==> src/rtl/pcc_sock_pkg.sv <==
`default_nettype none
package pcc_sock_pkg;

  localparam int NUM_SOCKETS = 2;

  // byte addresses on the register bus
  localparam logic [7:0] OFS_INT_GEN_CTL = 8'h00;
  localparam logic [7:0] OFS_SOCK_BASE = 8'h20;
  localparam logic [7:0] OFS_SOCK_STRIDE = 8'h20;
  localparam logic [4:0] OFS_MISC_CTL_ONE = 5'h00;
  localparam logic [4:0] OFS_EXT_CTL_ONE = 5'h04;
  localparam logic [4:0] OFS_DISK_MODE_CTL = 5'h08;
  localparam logic [4:0] OFS_POWER_CTL = 5'h0C;
  localparam logic [4:0] OFS_ACCESS = 5'h10;
  localparam logic [4:0] OFS_STATUS = 5'h14;

  localparam logic [7:0] RESET_CTL = 8'h00;

  // field positions
  localparam int IGC_RING_BIT = 7;
  localparam int MISC_SPKR_BIT = 4;
  localparam int MISC_MODE_LSB = 0;
  localparam int EXT_ACTIVITY_BIT = 1;
  localparam int EXT_IND_EN_BIT = 2;
  localparam int DISK_PASS_BIT = 1;
  localparam int PWR_VCC3_BIT = 0;
  localparam int PWR_VCC5_BIT = 1;
  localparam int PWR_VPP_VCC_BIT = 2;
  localparam int PWR_PROG_RAIL_SELECT_PGM_BIT = 3;
  localparam int PWR_IF_EN_BIT = 4;
  localparam int PWR_RESET_BIT = 5;
  localparam int ACC_ADDR0_BIT = 0;
  localparam int ACC_WIDE_BIT = 1;
  localparam int ACC_ATTR_BIT = 2;
  localparam int ACC_AUTO_BIT = 3;
  localparam int ST_PRESENT = 0;
  localparam int ST_WRITE_PROT = 1;
  localparam int ST_IO_WIDE = 2;
  localparam int ST_READY = 3;
  localparam int ST_CARD_IRQ = 4;
  localparam int ST_BATT_WARN = 5;
  localparam int ST_BATT_DEAD = 6;
  localparam int ST_STS_CHANGE = 7;
  localparam int ST_RING = 8;
  localparam int ST_DRIVE_LED = 9;
  localparam int ST_VS_LSB = 10;
  localparam int ST_BUSY = 12;
  localparam int ST_LAST_WIDE = 13;
  localparam int ST_CHG_STICKY = 14;

  typedef enum logic [1:0] {
    MODE_MEMORY = 2'h0,
    MODE_IO = 2'h1,
    MODE_DISK = 2'h2
  } if_mode_e;

  typedef enum logic [3:0] {
    ACC_IDLE = 4'h1,
    ACC_SETUP = 4'h2,
    ACC_CMD = 4'h4,
    ACC_RECOV = 4'h8
  } acc_state_e;

  // card cycle timing
  localparam int CLK_PERIOD_NS = 40;
  localparam int SETUP_NS = 60;
  localparam int CMD_NS = 160;
  localparam int RECOV_NS = 80;
  localparam logic [2:0] SETUP_CYC = 3'((SETUP_NS + CLK_PERIOD_NS - 1) / CLK_PERIOD_NS);
  localparam logic [2:0] CMD_CYC = 3'((CMD_NS + CLK_PERIOD_NS - 1) / CLK_PERIOD_NS);
  localparam logic [2:0] RECOV_CYC = 3'((RECOV_NS + CLK_PERIOD_NS - 1) / CLK_PERIOD_NS);

endpackage

`default_nettype wire

==> src/rtl/pc_card_socket_signal_logic.sv <==
// How it works
// - memory mode reads the width/protect input as the card's write-protect switch.
// - I/O mode uses the width/protect input as the 16-bit I/O width indication.
// - memory mode reads the ready/irq input as card ready or busy.
// - I/O mode treats an active ready/irq input as a card interrupt request.
// - a low wait input holds the card cycle until it is released.
// - card presence comes from both active-low detect inputs being low.
// - low byte enable selects even bytes, high byte enable selects odd bytes.
// - 8-bit cycles use only the low enable; address bit zero picks the byte.
// - card reset output is low normally and high to reset the card.
// - card reset floats unless card seated, powered and interface enabled.
// - warn/speaker/led input: battery warn, card audio, or drive status by mode.
// - dead/change/ring input: battery dead in memory mode, status change in I/O mode.
// - ring enable bit 7 turns the dead/change input into ring indicate for wake.
// - card voltage is decoded from the two voltage sense inputs together.
// - programming rail selects for supply and programming voltage never both high.
// - 3.3-volt and 5-volt supply selects are never active together.
// - misc control bit 4 routes that socket's card audio to the speaker output.
// - extension control bit 2 enables the activity indicator output.
// - disk mode control bit 1 passes drive-status level to the indicator.
// - extension control bit 1 drives the indicator low during card cycles.
// - attribute select follows the space in memory mode, low in I/O, high in disk.
//
// Design decisions made here: register access over AHB-Lite and the placing of the registers.
`timescale 1ns/1ps
`default_nettype none

module pc_card_socket_signal_logic #(
  parameter int NSOCK = pcc_sock_pkg::NUM_SOCKETS
) (
  input wire logic core_clk,
  input wire logic rst_b,
  input wire logic clk_en,
  input wire logic hsel,
  input wire logic [31:0] haddr,
  input wire logic [1:0] htrans,
  input wire logic hwrite,
  input wire logic [2:0] hsize,
  input wire logic [31:0] hwdata,
  input wire logic hready,
  output logic hreadyout,
  output logic hresp,
  output logic [31:0] hrdata,
  input wire logic [NSOCK-1:0] write_protect_or_io_width,
  input wire logic [NSOCK-1:0] ready_or_card_irq,
  input wire logic [NSOCK-1:0] card_wait_b,
  input wire logic [2*NSOCK-1:0] card_detect_pair_b,
  input wire logic [NSOCK-1:0] battery_warn_speaker_led,
  input wire logic [NSOCK-1:0] battery_dead_status_change_ring,
  input wire logic [NSOCK-1:0] voltage_sense_1,
  input wire logic [NSOCK-1:0] voltage_sense_2,
  output logic [2*NSOCK-1:0] card_byte_enables_b,
  output logic [NSOCK-1:0] low_address_bit,
  output logic [NSOCK-1:0] attribute_space_select,
  output logic [NSOCK-1:0] card_reset,
  output logic [NSOCK-1:0] card_reset_oe_b,
  output logic [NSOCK-1:0] prog_rail_select_vcc,
  output logic [NSOCK-1:0] prog_rail_select_pgm,
  output logic [NSOCK-1:0] card_supply_low_select_b,
  output logic [NSOCK-1:0] card_supply_high_select_b,
  output logic speaker_output,
  output logic activity_indicator_output,
  output logic ring_indicate_out
);
  import pcc_sock_pkg::*;

  logic [7:0] intGenCtl;
  logic [7:0] miscCtlOne [NSOCK];
  logic [7:0] extCtlOne [NSOCK];
  logic [7:0] diskModeCtl [NSOCK];
  logic [7:0] powerCtl [NSOCK];

  logic dataWrite;
  logic dataRead;
  logic [7:0] dataAddr;
  logic [31:0] next_hrdata;

  logic [NSOCK-1:0] accBusy;
  logic [NSOCK-1:0] accStart;
  logic [NSOCK-1:0] chgClear;
  logic [NSOCK-1:0] spkrTerm;
  logic [NSOCK-1:0] ledTerm;
  logic [NSOCK-1:0] ringTerm;
  logic [15:0] sockStatus [NSOCK];

  // bus slave: writes take the data phase, reads add one wait state
  wire addrPhase = hsel && hready && htrans[1];

  always_ff @(posedge core_clk) begin
    if (!rst_b) begin
      dataWrite <= 1'b0;
      dataRead <= 1'b0;
      dataAddr <= 8'h00;
    end else if (clk_en) begin
      if (hready) begin
        dataWrite <= addrPhase && hwrite;
        dataRead <= addrPhase && !hwrite;
        dataAddr <= haddr[7:0];
      end else begin
        dataRead <= 1'b0;
      end
    end
  end

  always_ff @(posedge core_clk) begin
    if (!rst_b) begin
      hreadyout <= 1'b1;
      hresp <= 1'b0;
      hrdata <= 32'h0000_0000;
    end else if (clk_en) begin
      hresp <= 1'b0;
      if (addrPhase && !hwrite) begin
        hreadyout <= 1'b0;
      end else if (dataRead) begin
        hreadyout <= 1'b1;
        hrdata <= next_hrdata;
      end
    end
  end

  function automatic logic sockHit(input logic [7:0] a, input int s);
    sockHit = (a[7:5] == 3'(s + 1)) && (a[1:0] == 2'h0);
  endfunction

  always_comb begin
    next_hrdata = 32'h0000_0000;
    if (dataAddr == OFS_INT_GEN_CTL) begin
      next_hrdata = {24'h00_0000, intGenCtl};
    end
    for (int s = 0; s < NSOCK; s++) begin
      if (sockHit(dataAddr, s)) begin
        case (dataAddr[4:0])
          OFS_MISC_CTL_ONE: next_hrdata = {24'h00_0000, miscCtlOne[s]};
          OFS_EXT_CTL_ONE: next_hrdata = {24'h00_0000, extCtlOne[s]};
          OFS_DISK_MODE_CTL: next_hrdata = {24'h00_0000, diskModeCtl[s]};
          OFS_POWER_CTL: next_hrdata = {24'h00_0000, powerCtl[s]};
          OFS_ACCESS: next_hrdata = {31'h0000_0000, accBusy[s]};
          OFS_STATUS: next_hrdata = {16'h0000, sockStatus[s]};
          default: next_hrdata = 32'h0000_0000;
        endcase
      end
    end
  end

  always_ff @(posedge core_clk) begin
    if (!rst_b) begin
      intGenCtl <= RESET_CTL;
      for (int s = 0; s < NSOCK; s++) begin
        miscCtlOne[s] <= RESET_CTL;
        extCtlOne[s] <= RESET_CTL;
        diskModeCtl[s] <= RESET_CTL;
        powerCtl[s] <= RESET_CTL;
      end
    end else if (clk_en && dataWrite) begin
      if (dataAddr == OFS_INT_GEN_CTL) begin
        intGenCtl <= hwdata[7:0];
      end
      for (int s = 0; s < NSOCK; s++) begin
        if (sockHit(dataAddr, s)) begin
          case (dataAddr[4:0])
            OFS_MISC_CTL_ONE: miscCtlOne[s] <= hwdata[7:0];
            OFS_EXT_CTL_ONE: extCtlOne[s] <= hwdata[7:0];
            OFS_DISK_MODE_CTL: diskModeCtl[s] <= hwdata[7:0];
            OFS_POWER_CTL: powerCtl[s] <= hwdata[7:0];
            default: ;
          endcase
        end
      end
    end
  end

  wire ringEnable = intGenCtl[IGC_RING_BIT];

  for (genvar s = 0; s < NSOCK; s++) begin : g_sock
    if_mode_e mode;
    acc_state_e accState;
    logic [2:0] accCount;
    logic reqAddr0;
    logic reqWide;
    logic reqAttr;
    logic reqAuto;
    logic lastWide;
    logic chgSticky;
    logic present;
    logic powered;
    logic wideNow;
    logic ioWide;
    logic cardIrq;
    logic stsChange;
    logic ringActive;

    always_comb begin
      case (miscCtlOne[s][MISC_MODE_LSB +: 2])
        2'h1: mode = MODE_IO;
        2'h2: mode = MODE_DISK;
        default: mode = MODE_MEMORY;
      endcase
    end

    assign present = !card_detect_pair_b[2*s] && !card_detect_pair_b[2*s+1];
    assign powered = powerCtl[s][PWR_VCC3_BIT] ^ powerCtl[s][PWR_VCC5_BIT];
    assign ioWide = (mode == MODE_IO) && !write_protect_or_io_width[s];
    assign cardIrq = (mode == MODE_IO) && !ready_or_card_irq[s];
    assign ringActive = ringEnable && !battery_dead_status_change_ring[s];
    assign stsChange = (mode == MODE_IO) && !ringEnable && !battery_dead_status_change_ring[s];
    assign wideNow = reqAuto ? ioWide : reqWide;

    always_comb begin
      sockStatus[s] = 16'h0000;
      sockStatus[s][ST_PRESENT] = present;
      sockStatus[s][ST_WRITE_PROT] = (mode == MODE_MEMORY) && write_protect_or_io_width[s];
      sockStatus[s][ST_IO_WIDE] = ioWide;
      sockStatus[s][ST_READY] = (mode == MODE_MEMORY) && ready_or_card_irq[s];
      sockStatus[s][ST_CARD_IRQ] = cardIrq;
      sockStatus[s][ST_BATT_WARN] = (mode == MODE_MEMORY) && !battery_warn_speaker_led[s];
      sockStatus[s][ST_BATT_DEAD] = (mode == MODE_MEMORY) && !ringEnable
        && !battery_dead_status_change_ring[s];
      sockStatus[s][ST_STS_CHANGE] = stsChange;
      sockStatus[s][ST_RING] = ringActive;
      sockStatus[s][ST_DRIVE_LED] = (mode == MODE_DISK) && !battery_warn_speaker_led[s];
      sockStatus[s][ST_VS_LSB +: 2] = {voltage_sense_2[s], voltage_sense_1[s]};
      sockStatus[s][ST_BUSY] = accBusy[s];
      sockStatus[s][ST_LAST_WIDE] = lastWide;
      sockStatus[s][ST_CHG_STICKY] = chgSticky;
    end

    assign accStart[s] = dataWrite && sockHit(dataAddr, s) && (dataAddr[4:0] == OFS_ACCESS);
    assign chgClear[s] = dataWrite && sockHit(dataAddr, s) && (dataAddr[4:0] == OFS_STATUS)
      && hwdata[ST_CHG_STICKY];
    assign accBusy[s] = (accState != ACC_IDLE);
    assign spkrTerm[s] = !(miscCtlOne[s][MISC_SPKR_BIT] && (mode == MODE_IO)
      && !battery_warn_speaker_led[s]);
    assign ledTerm[s] = (diskModeCtl[s][DISK_PASS_BIT] && !battery_warn_speaker_led[s])
      || (extCtlOne[s][EXT_ACTIVITY_BIT] && accBusy[s]);
    assign ringTerm[s] = ringActive;

    // status change latch: a new event wins over a clear in the same cycle
    always_ff @(posedge core_clk) begin
      if (!rst_b) begin
        chgSticky <= 1'b0;
      end else if (clk_en) begin
        chgSticky <= stsChange || (chgSticky && !chgClear[s]);
      end
    end

    always_ff @(posedge core_clk) begin
      if (!rst_b) begin
        accState <= ACC_IDLE;
        accCount <= 3'h0;
        reqAddr0 <= 1'b0;
        reqWide <= 1'b0;
        reqAttr <= 1'b0;
        reqAuto <= 1'b0;
        lastWide <= 1'b0;
      end else if (clk_en) begin
        case (accState)
          ACC_IDLE: begin
            if (accStart[s] && present) begin
              reqAddr0 <= hwdata[ACC_ADDR0_BIT];
              reqWide <= hwdata[ACC_WIDE_BIT];
              reqAttr <= hwdata[ACC_ATTR_BIT];
              reqAuto <= hwdata[ACC_AUTO_BIT];
              accCount <= SETUP_CYC;
              accState <= ACC_SETUP;
            end
          end
          ACC_SETUP: begin
            if (accCount <= 3'h1) begin
              lastWide <= wideNow;
              accCount <= CMD_CYC;
              accState <= ACC_CMD;
            end else begin
              accCount <= accCount - 3'h1;
            end
          end
          ACC_CMD: begin
            if (accCount > 3'h1) begin
              accCount <= accCount - 3'h1;
            end else if (card_wait_b[s]) begin
              accCount <= RECOV_CYC;
              accState <= ACC_RECOV;
            end
          end
          ACC_RECOV: begin
            if (accCount <= 3'h1) begin
              accState <= ACC_IDLE;
            end else begin
              accCount <= accCount - 3'h1;
            end
          end
          default: accState <= ACC_IDLE;
        endcase
      end
    end

    // card-side pins
    always_ff @(posedge core_clk) begin
      if (!rst_b) begin
        card_byte_enables_b[2*s +: 2] <= 2'h3;
        low_address_bit[s] <= 1'b0;
        attribute_space_select[s] <= 1'b1;
      end else if (clk_en) begin
        if (accState == ACC_CMD) begin
          if (lastWide && !reqAddr0) begin
            card_byte_enables_b[2*s +: 2] <= 2'h0;
          end else if (lastWide) begin
            card_byte_enables_b[2*s +: 2] <= 2'h1;
          end else begin
            card_byte_enables_b[2*s +: 2] <= 2'h2;
          end
        end else begin
          card_byte_enables_b[2*s +: 2] <= 2'h3;
        end
        low_address_bit[s] <= reqAddr0;
        case (mode)
          MODE_IO: attribute_space_select[s] <= 1'b0;
          MODE_DISK: attribute_space_select[s] <= 1'b1;
          default: attribute_space_select[s] <= !(accBusy[s] && reqAttr);
        endcase
      end
    end

    always_ff @(posedge core_clk) begin
      if (!rst_b) begin
        card_reset[s] <= 1'b0;
        card_reset_oe_b[s] <= 1'b1;
        prog_rail_select_vcc[s] <= 1'b0;
        prog_rail_select_pgm[s] <= 1'b0;
        card_supply_low_select_b[s] <= 1'b1;
        card_supply_high_select_b[s] <= 1'b1;
      end else if (clk_en) begin
        card_reset[s] <= powerCtl[s][PWR_RESET_BIT];
        card_reset_oe_b[s] <= !(present && powered && powerCtl[s][PWR_IF_EN_BIT]);
        prog_rail_select_vcc[s] <= powerCtl[s][PWR_VPP_VCC_BIT] && !powerCtl[s][PWR_PROG_RAIL_SELECT_PGM_BIT];
        prog_rail_select_pgm[s] <= powerCtl[s][PWR_PROG_RAIL_SELECT_PGM_BIT] && !powerCtl[s][PWR_VPP_VCC_BIT];
        card_supply_low_select_b[s] <= !(powerCtl[s][PWR_VCC3_BIT] && !powerCtl[s][PWR_VCC5_BIT]);
        card_supply_high_select_b[s] <= !(powerCtl[s][PWR_VCC5_BIT] && !powerCtl[s][PWR_VCC3_BIT]);
      end
    end
  end

  // shared outputs
  logic indicatorEnable;

  always_comb begin
    indicatorEnable = 1'b0;
    for (int s = 0; s < NSOCK; s++) begin
      indicatorEnable = indicatorEnable || extCtlOne[s][EXT_IND_EN_BIT];
    end
  end

  always_ff @(posedge core_clk) begin
    if (!rst_b) begin
      speaker_output <= 1'b1;
      activity_indicator_output <= 1'b1;
      ring_indicate_out <= 1'b0;
    end else if (clk_en) begin
      speaker_output <= &spkrTerm;
      activity_indicator_output <= !(indicatorEnable && (|ledTerm));
      ring_indicate_out <= |ringTerm;
    end
  end

endmodule // pc_card_socket_signal_logic

`default_nettype wire

==> config.mk <==
export PLATFORM = sky130hd
export DESIGN_NAME = pc_card_socket_signal_logic
export DESIGN_NICKNAME = d
export VERILOG_FILES = /design/src/rtl/pcc_sock_pkg.sv /design/src/rtl/pc_card_socket_signal_logic.sv
export SDC_FILE = /design/constraint.sdc
export NUM_CORES = 1
export LEC_CHECK = 0
export BUFFER_PORTS_ARGS = -buffer_cell sky130_fd_sc_hd__buf_2
export CORE_MARGIN = 5
export CORE_UTILIZATION = 38
export CTS_CLUSTER_DIAMETER = 200
export DETAILED_ROUTE_END_ITERATION = 8
export GPL_TIMING_DRIVEN = 0
export PLACE_DENSITY = 0.61
export SETUP_SLACK_MARGIN = 0.5
export SYNTH_ARGS = -nofsm -noshare
export SYNTH_HDL_FRONTEND = slang
export SYNTH_SLANG_ARGS = --single-unit
==> constraint.sdc <==
create_clock -name core_clk -period 3.5 [get_ports core_clk]
set_clock_uncertainty 0.05 [all_clocks]
set_input_delay 0.175 -clock core_clk [delete_from_list [all_inputs] [get_ports core_clk]]
set_output_delay 0.175 -clock core_clk [all_outputs]
set_load 0.01 [all_outputs]
==> results.tsv, run 1 <==
metric	value	unit
status	completed	
Placer Congestion	0.920	
P per Cell Area	468	nW/µm²
Initial Utilization	0.384	
reg-to-reg slack, setup	0.58	ns
share of power burned in registers	0.458	
vias in the first global route	6107	
most frequent cells after synthesis	nand2_1, dfxtp_1, edfxtp_1, nor2_1, o21ai_0	
Crit Path Max Fanout	10	
IO Count	150	
Yosys warning count	0	
CP Class	register to register	
port buffer count	79	
Tightest Pin Transition	1.16	ns
crit end category	register	
Reg area	3580	µm²
total track usage	0.212	
post-DP HPWL	17100	µm
PnR worst setup slack	0.576	ns
Worst Hold End	intGenCtl[6]	
Post-CTS Setup Bufs	0	
num rows	50	
Hold WS	0.0323	ns
max cap viols	0	
P_int	0.00305	W
fraction of final layout cells sized beyond drive strength 1	0.189	
CTS Sinks	147	
clk buf depth	2	
latest clock arrival within the worst-skew pair	0.42	ns
sw frac	0.249	
crit start category	register	
hold depth	3	
Multi-input gate area	3270	µm²
routed len/inst	20.6	µm
DRC violations left	0	
Synth area leader	edfxtp_1	
nets	968	
chip height	147	µm
initial DRC count	611	
worst hold start	hwdata[6]	
Core ar.	18600	µm²
Clock Power Share	0.449	
Seq cells post-synth	147	
Reg2Reg Depth	5	
# fillers	1832	
synth unique cells	76	
reg2reg end	extCtlOne[0][3]	
post-synthesis sequential area ratio	0.501	
top-count cell post-synth	nand2_1	
Die X-Extent	147	µm
number of vias in the routed layout	6242	
worst vdd ir	0.000357	V
highest clock rate	342	MHz
top layer in use	met4	
clock-pin slew on the worst setup and hold paths	0.06	ns
largest net degree at the start of global routing	17	
r2r startpoint	dataAddr[7]	
top_reg_cell synth	dfxtp_1	
Ant. Diodes	0	
Synth top area share	0.269	
First-pass DRT Iterations	5	
vias per cell	5.62	
max-slew violations	0	
first-pass GRT wire length	34900	µm
RSZ-0062 raised after global routing	yes	
Power Total	0.00406	W
min-delay worst type	input pin to register	
EDFF count, synth	64	
leakage	3.37	nW
Fin. Hold Viols	0	
CTS tree	done	
Tcrit/Tclk final	0.835	
DP Worst Slack	-0.190	ns
Slew headroom	0.213	
post-route ant nets	0	
Synth area leaders	edfxtp_1, dfxtp_1, nand2_1	
Post-Route WL	22900	µm
Syn Inst Count	734	
Layout area overhead	21.3	%
synthesized area per cell	9.75	µm²
CTS buffer count	17	
final setup fails	0	
Psw	0.00101	W
Final TNS setup	0	ns
Tmin final	2.92	ns
die area	21700	µm²
total gr overflow	0	
Post-Syn Area	7160	µm²
metal2 WL	11200	µm
Post-synth ARST share	0	
initial antenna violation count	0	
Clock Root Buffer	clkbuf_16	
post-route met1 wirelength	9170	µm
CP arrival	2.96	ns
Util after Layout	0.466	
required time worst endpoint	3.53	ns
Max H-tree Level	4	
Combinational Power Share	0.092	
met3 WL post-DR	1570	µm
## metrics by stage
| stage | cells | area (µm²) |
|---|---|---|
| finish | 1110 | 8680 |
| global route | 1110 | 8680 |
| CTS | 1110 | 8660 |
| detailed placement | 1066 | 7920 |
| global placement | 1064 | 7910 |
| floorplan | 751 | 7220 |
## power groups by stage
stage | combinational [W] | clock (W) | sequential (W)
after floorplan | 0.000217 | 0 | 0.00189
after global placement | 0.000352 | 0 | 0.00190
after detailed placement | 0.000355 | 0 | 0.00190
after CTS | 0.000368 | 0.00185 | 0.00186
after global routing | 0.000407 | 0.00193 | 0.00186
final | 0.000376 | 0.00182 | 0.00186
## how the worst max path moves through the flow
stage	startpoint	to	slack (ns)	cells after the start
after floorplan	dataAddr[7]	diskModeCtl[0][0]	0.99	5
after detailed placement	clk_en	diskModeCtl[0][6]	-0.19	6
after global routing	clk_en	powerCtl[0][13]	0.39	6
after global placement	clk_en	miscCtlOne[0][13]	-0.34	6
final	dataAddr[7]	extCtlOne[0][3]	0.58	5
after CTS	clk_en	powerCtl[0][11]	0.60	6
## metal layers
layer	vias up	track usage
met2	261	0.356
met3	56	0.0475
li1	2917	-
met1	3008	0.261
met4	0	0.0965
met5	-	0
## area by class of cell
cell class / instances / area share
Buffer: 64 / 0.0376
Inverter: 20 / 0.00865
Clock inverter: 11 / 0.0127
Sequential cell: 147 / 0.413
Multi-Input combinational cell: 520 / 0.377
Timing Repair Buffer: 93 / 0.0611
Tap cell: 234 / 0.0337
Clock buffer: 21 / 0.0568
## cell families after synthesis
family / after synthesis / synth area share
AND/OR/NAND/NOR: 278 / 0.198
flip-flops: 147 / 0.501
adder cells (fa/ha/maj): 12 / 0.0210
multiplexers: 35 / 0.0512
buffers and inverters: 84 / 0.0561
XOR/XNOR: 6 / 0.00735
AO/OA/AOI/OAI: 171 / 0.165
other: 1 / 0.000524
## what timing repair did
item / CTS / global route
hold buffers: 12 / 0
gates cloned: 0 / 0
resized for setup: 9 / 3
hold endpoints to repair: 10 / 0
setup endpoints to repair: 48 / 34
## worst max-delay path, stage by stage (launching register included)
cell and delay (ns):
dfxtp_1 0.33, or3_4 0.42, nor2_1 0.34, clkbuf_1 0.54, nand3_1 0.42, o21ai_4 0.48
## sequential cells by signal, summed over array words and instances, names as in the netlist, 6 cells and up
signal and count:
g_sock.accCount 6, intGenCtl 8, diskModeCtl 16, powerCtl 16, dataAddr 8, miscCtlOne 16
extCtlOne 16, g_sock.accState 8, hrdata 15
## layout by cell type (no fill, tap or decap), types with 17 or more instances in the layout
cell type / instances
buf_2: 91
nand2_1: 86
dfxtp_1: 83
nor2_1: 64
edfxtp_1: 64
and2_1: 35
a21oi_1: 34
o21ai_0: 32
mux2i_1: 31
clkbuf_1: 25
nand3_1: 24
buf_4: 21
inv_1: 19
clkbuf_16: 19
conb_1: 18
a22oi_1: 17
No activity file was read; power rests on OpenSTA's default activity.
==> inputs of run 2 (changes only) <==
--- a/config.mk
+++ b/config.mk
@@ -5,6 +5,7 @@
 export SDC_FILE = /design/constraint.sdc
 export NUM_CORES = 1
 export LEC_CHECK = 0
+export ABC_AREA = 1
 export BUFFER_PORTS_ARGS = -buffer_cell sky130_fd_sc_hd__buf_2
 export CORE_MARGIN = 5
 export CORE_UTILIZATION = 38
==> constraint.sdc (replaced) <==
create_clock -name core_clk -period 2.95 [get_ports core_clk]
set_clock_uncertainty 0.05 [all_clocks]
set_input_delay 0.1475 -clock core_clk [delete_from_list [all_inputs] [get_ports core_clk]]
set_output_delay 0.1475 -clock core_clk [all_outputs]
set_load 0.01 [all_outputs]
==> run 2 against run 1 <==
  * Critical path depth increased by 3
  * Sequential power is 23% higher
  * Count of clock-buffer cells in the layout grew 2
  * Non-clock buffer count is 13 lower
  * Die area down 0.96%
  * Clock power increased by 21%
  * Wire length is 4.6% lower
  * Register-to-register slack gained 0.05 ns
  * Power up 32%
  * First-iteration DRC count fell by 14%
  * Core utilization is 0.098 points lower
==> results.tsv, run 2 <==
metric	value	unit	change
status	completed		
Inst Count DP	1202		+13%
Tmin final	2.32	ns	-0.604 ns
CP endpoint	miscCtlOne[0][3]		
CP arrival	2.38	ns	-0.58 ns
nets	1106		+14%
Clock Root Buffer	clkbuf_16		
crit end category	register		
Tcrit/Tclk final	0.787		-0.0489
Die X-Extent	147	µm	-0.48%
Crit Path Max Fanout	7		-3
worst-path cell chain	nor2_4 -> nand3_2 -> nor2_1 -> inv_2 -> nor2_4 -> inv_1 -> o21ai_2 -> buf_2		
Layout area overhead	21.5	%	
most frequent cells after synthesis	nand2_1, nor2_1, dfxtp_1, inv_1, edfxtp_1		
crit start category	register		
clock-pin slew on the worst setup and hold paths	0.06	ns	about the same
DP Worst Slack	-0.0252	ns	+0.165 ns
WP buf/inv	3		+2
Core ar.	18500	µm²	-0.67%
highest clock rate	431	MHz	+26%
IO Count	150		unchanged
Slew headroom	0.465		+0.253
reg2reg end	miscCtlOne[0][3]		
Critical-path top delay cell	dfxtp_1		
r2r startpoint	dataAddr[1]		
top_reg_cell synth	dfxtp_1		
post-route ant nets	0		unchanged
post-synthesis sequential area ratio	0.506		+0.00522
synth unique cells	42		-45%
max cap viols	0		unchanged
Max H-tree Level	4		unchanged
die area	21500	µm²	-0.96%
top-count cell post-synth	nand2_1		
Post-synth ARST share	0		unchanged
Tightest Pin Transition	0.802	ns	-0.362 ns
initial antenna violation count	0		unchanged
CP top delay family	simple AND/OR/NAND/NOR gates		
Hold WS	0.0186	ns	-0.0136 ns
fraction of final layout cells sized beyond drive strength 1	0.183		-0.00687
first-pass GRT wire length	33600	µm	-3.9%
most frequent cells in the layout	nand2_1, nor2_1, buf_2		
chip height	147	µm	-0.48%
dpl cell area	7840	µm²	-1.1%
Syn Inst Count	871		+19%
vias per cell	5.11		-9.1%
Placer Congestion	0.940		+2.2%
Synth top area share	0.271		+0.00280
Stages on worst setup path	8		+3
reg-to-reg slack, setup	0.63	ns	+0.05 ns
RSZ-0062 raised after global routing	no		
CTS Sinks	147		unchanged
Reg2Reg Depth	8		+3
DRC violations left	0		unchanged
port buffer count	79		unchanged
latest clock arrival within the worst-skew pair	0.42	ns	about the same
leakage	3.86	nW	+14%
Post-Syn Area	7080	µm²	-1.0%
CP Class	register to register		
EDFF count, synth	64		unchanged
total track usage	0.202		-0.00990
routed len/inst	17.5	µm	-15%
Crit path top cell by count	nor2_4		
required time worst endpoint	3.01	ns	-0.52 ns
Fin. Hold Viols	0		unchanged
most common cell after layout, fill and taps aside	nand2_1		
CP startpoint	dataAddr[1]		
total gr overflow	0		unchanged
CTS buffer count	17		unchanged
Seq cells post-synth	147		unchanged
Initial Utilization	0.382		-0.00139
num rows	50		unchanged
Final TNS setup	0	ns	unchanged
worst vdd ir	0.000340	V	-4.7%
Synth area leader	edfxtp_1		
Post-CTS Setup Bufs	0		unchanged
initial DRC count	526		-14%
Ant. Diodes	0		unchanged
Synth area leaders	edfxtp_1, dfxtp_1, nand2_1		
min-delay worst type	input pin to register		
CP peak stage delay	0.33	ns	-0.21 ns
fin area	8600	µm²	-0.88%
final setup fails	0		unchanged
synthesized area per cell	8.13	µm²	-17%
PnR worst setup slack	0.630	ns	+0.0539 ns
First-pass DRT Iterations	6		+1
Yosys warning count	0		unchanged
post-DP HPWL	16400	µm	-3.7%
largest net degree at the start of global routing	17		unchanged
number of vias in the routed layout	6373		+2.1%
max-slew violations	0		unchanged
P per Cell Area	623	nW/µm²	+33%
Post-Layout Cell Count	1247		+12%
vias in the first global route	6085		-0.36%
CTS tree	done		
clk buf depth	2		unchanged
Post-Route WL	21800	µm	-4.6%
[run 2: cell count changes after synthesis, moves of 17 or more]
cell	change
inv_1	+46
nor2_1	+41
nand3_1	+37
nand2_1	+119
a21oi_1	+28
and2_1	-35
mux2i_1	-31
a22oi_1	-17
nand4_1	+19
[run 2: worst min path at each step]
stage | start | end | slack [ns] | cells after the start
2_1_floorplan | hwdata[1] | g_sock[1].reqWide | 0.22 | 1
3_3_place_gp | hwdata[0] | g_sock[0].reqAddr0 | 0.35 | 3
3_5_place_dp | hwdata[0] | g_sock[0].reqAddr0 | 0.36 | 3
4_1_cts | haddr[7] | dataAddr[7] | 0.0008 | 3
5_1_grt | haddr[7] | dataAddr[7] | 0.006 | 3
6_report | haddr[7] | dataAddr[7] | 0.02 | 3
[run 2: repair_timing]
action / 4_1_cts / 5_1_grt
endpoints found under the setup margin: 30 / 22
endpoints found under the hold margin: 14 / 0
hold buffers: 14 / 0
gates resized for setup: 6 / 3
pin swaps: 0 / 0
[run 2: cell type report]
cell class / instances / area, µm²
buffer: 50 / 294
clock buffer: 23 / 509
clock inverter: 8 / 95.1
fill: 1867 / 9910
inverter: 81 / 304
multi-input combinational: 610 / 2980
sequential: 147 / 3580
tap: 234 / 293
timing repair buffer: 94 / 541
[run 2: kinds of logic (layout without fill, tap and decap cells)]
group	after synthesis	after routing	synth area share
buffers and inverters	131	256	0.0845
muxes	1	1	0.00159
xor gates and xnor gates	2	2	0.00247
DFF	147	147	0.506
other	1	18	0.000530
and+or+nand+nor	428	428	0.270
AOI/OAI and AO/OA	149	149	0.114
adders and majority gates	12	12	0.0212
[run 2: worst min-delay path, stage by stage]
cell and delay, ns:
buf_2 0.07, o21ai_0 0.08, a21oi_1 0.14
[run 2: report_power, final]
| part | switching [W] | internal (W) | total (W) | leakage, nW |
|---|---|---|---|---|
| clock network | 0.000837 | 0.00138 | 0.00221 | 0.296 |
| logic | 0.000587 | 0.000270 | 0.000857 | 2.22 |
| registers | 0.0000654 | 0.00222 | 0.00228 | 1.34 |
| total | 0.00149 | 0.00387 | 0.00536 | 3.86 |
[run 2: metal layers]
metal  wire, µm  global-route usage  vias to the layer above
li1           -                   -                     3133
met1       9050               0.246                     3000
met2      11000               0.359                      204
met3       1220              0.0410                       36
met4        568              0.0649                        0
met5          0                   0                        -
[run 2: per-stage QoR]
step / util / power [W]
6_report: 0.465 / 0.00536
5_1_grt: 0.465 / 0.00556
4_1_cts: 0.464 / 0.00536
3_5_place_dp: 0.423 / 0.00315
3_3_place_gp: 0.423 / 0.00315
2_1_floorplan: - / 0.00290
==> inputs of run 3 (changes only) <==
--- a/config.mk
+++ b/config.mk
@@ -12,7 +12,7 @@
 export CTS_CLUSTER_DIAMETER = 200
 export DETAILED_ROUTE_END_ITERATION = 8
 export GPL_TIMING_DRIVEN = 0
-export PLACE_DENSITY = 0.61
+export PLACE_DENSITY = 0.63
 export SETUP_SLACK_MARGIN = 0.5
 export SYNTH_ARGS = -nofsm -noshare
 export SYNTH_HDL_FRONTEND = slang
==> constraint.sdc (replaced) <==
create_clock -name core_clk -period 1.9 [get_ports core_clk]
set_clock_uncertainty 0.05 [all_clocks]
set_input_delay 0.095 -clock core_clk [delete_from_list [all_inputs] [get_ports core_clk]]
set_output_delay 0.095 -clock core_clk [all_outputs]
set_load 0.01 [all_outputs]
==> run 3 against run 2 <==
  * Worst hold slack worse by 0.0012 ns
  * Die area unchanged
  * Design area rose by 13%
  * Count of clock-buffer cells in the layout is 1 higher
  * Via count up 5.0%
  * Critical path type unchanged
  * Critical endpoint is now miscCtlOne[0][6]
==> results.tsv, run 3 (same netlist as run 2, synthesis figures left out) <==
metric	value	unit	change
most frequent cells in the layout	nand2_1, buf_2, dfxtp_1		
latest clock arrival within the worst-skew pair	0.43	ns	about the same
Tmin final	1.82	ns	-0.503 ns
Worst Hold End	g_sock[0].chgSticky		
total track usage	0.215		+0.0131
crit end category	register		
Placer Congestion	0.931		-0.93%
initial antenna violation count	0		unchanged
PnR worst setup slack	0.0827	ns	-0.547 ns
most common cell after layout, fill and taps aside	nand2_1		
Max H-tree Level	4		unchanged
Stages on worst setup path	9		+1
vias in the first global route	6459		+6.1%
Initial Utilization	0.382		unchanged
die area	21500	µm²	unchanged
final setup fails	0		unchanged
routed len/inst	17.9	µm	+2.6%
Reg2Reg Depth	9		+1
CP peak stage delay	0.33	ns	about the same
largest net degree at the start of global routing	17		unchanged
required time worst endpoint	1.99	ns	-1.02 ns
post-route ant nets	0		unchanged
status	completed		
r2r startpoint	dataAddr[1]		
Die X-Extent	147	µm	unchanged
highest clock rate	550	MHz	+28%
clk buf depth	2		unchanged
WP buf/inv	4		+1
Ant. Diodes	0		unchanged
P per Cell Area	859	nW/µm²	+38%
CTS buffer count	17		unchanged
leakage	4.20	nW	+8.9%
IO Count	150		unchanged
Post-Route WL	23100	µm	+6.1%
fin area	9710	µm²	+13%
hold depth	4		+1
Crit path top cell by count	nor2_4		
DRC violations left	0		unchanged
Clock Root Buffer	clkbuf_16		
total gr overflow	0		unchanged
CTS Sinks	147		unchanged
crit start category	register		
vias per cell	5.19		+1.5%
max cap viols	0		unchanged
dpl cell area	8020	µm²	+2.3%
Util after Layout	0.524		+0.0598
min-delay worst type	input pin to register		
Slew headroom	0.441		-0.0242
CP arrival	1.91	ns	-0.47 ns
Fin. Hold Viols	0		unchanged
Core ar.	18500	µm²	unchanged
CTS tree	done		
CP Class	register to register		
max-slew violations	0		unchanged
fraction of final layout cells sized beyond drive strength 1	0.300		+0.118
reg2reg end	miscCtlOne[0][6]		
clock-pin slew on the worst setup and hold paths	0.06	ns	about the same
worst-path cell chain	nor2_4 -> buf_6 -> nand3_4 -> nor2_4 -> inv_2 -> nor2_4 -> inv_4 -> o21ai_4 -> buf_12		
Power Total	0.00834	W	+56%
chip height	147	µm	unchanged
port buffer count	79		unchanged
worst hold start	hwdata[14]		
Crit Path Max Fanout	8		+1
Hold WS	0.0174	ns	-0.00116 ns
Layout area overhead	37.1	%	
RSZ-0062 raised after global routing	yes		
DP Worst Slack	-0.188	ns	-0.163 ns
number of vias in the routed layout	6693		+5.0%
First-pass DRT Iterations	5		-1
reg-to-reg slack, setup	0.08	ns	-0.55 ns
CP top delay family	simple AND/OR/NAND/NOR gates		
Critical-path top delay cell	dfxtp_2		
post-DP HPWL	16400	µm	+0.16%
Tcrit/Tclk final	0.956		+0.170
initial DRC count	716		+36%
num rows	50		unchanged
nets	1148		+3.8%
Tightest Pin Transition	0.838	ns	+0.0362 ns
worst vdd ir	0.000596	V	+75%
first-pass GRT wire length	35500	µm	+5.6%
-- run 3: changes by cell type in the layout (fill, tap and decap cells not counted), moves of 6 or more --
cell,delta
nor2_1,-38
nor2_4,+38
buf_4,+22
nand2_1,-18
buf_6,+14
nand3_1,-13
nand2_4,+11
nand3_4,+7
nand3_2,+6
-- run 3: how the worst max path moves through the flow --
| stage | start | to | slack (ns) |
|---|---|---|---|
| 3_3_place_gp | dataAddr[0] | miscCtlOne[0][6] | -0.19 |
| 2_1_floorplan | dataAddr[0] | powerCtl[0][0] | 0.26 |
| 3_5_place_dp | dataAddr[0] | miscCtlOne[0][6] | -0.19 |
| 4_1_cts | dataAddr[1] | diskModeCtl[0][3] | 0.11 |
| 5_1_grt | dataAddr[1] | diskModeCtl[0][15] | -0.0006 |
| 6_report | dataAddr[1] | miscCtlOne[0][6] | 0.08 |
-- run 3: final cells by class --
cell class,count,area [µm²]
Clock buffer,24,509
Inverter,81,344
Clock inverter,8,47.5
Buffer,50,363
Timing Repair Buffer,136,946
Tap cell,234,293
Sequential cell,147,3590
Multi-Input combinational cell,610,3610
Fill cell,1709,8810
-- run 3: routing by layer --
metal / up-vias / wire length (µm) / global-route usage
met5: - / 0 / 0
met4: 0 / 1030 / 0.112
met3: 64 / 1620 / 0.0462
met2: 302 / 11100 / 0.359
met1: 3103 / 9370 / 0.262
li1: 3224 / - / -
-- run 3: repair_timing --
item | in CTS | in global routing
pin swaps | 23 | 11
setup endpoints to repair | 179 | 181
hold buffers | 19 | 0
resized for setup | 153 | 14
buffers inserted | 32 | 3
endpoints found under the hold margin | 17 | 0
gates cloned | 3 | 0
-- run 3: worst register-to-register path, delay by kind of cell (launching register included) --
| family | cells | cell delay (ns) |
|---|---|---|
| AOI/OAI and AO/OA | 1 | 0.18 |
| and+or+nand+nor | 4 | 0.52 |
| DFF | 1 | 0.33 |
| buffers and inverters | 4 | 0.44 |
-- run 3: power breakdown --
group	switching [W]	leakage (nW)	internal, W	total, W
registers	0.000109	1.34	0.00345	0.00355
clock network	0.00128	0.281	0.00187	0.00315
logic	0.00107	2.58	0.000560	0.00163
total	0.00247	4.20	0.00587	0.00834
-- run 3: stage by stage --
| stage | TNS (ns) | instances |
|---|---|---|
| 2_1_floorplan | 0 | 888 |
| 3_3_place_gp | -5.21 | 1201 |
| 3_5_place_dp | -5.24 | 1201 |
| 4_1_cts | 0 | 1287 |
| 5_1_grt | -0.00184 | 1290 |
| 6_report | 0 | 1290 |
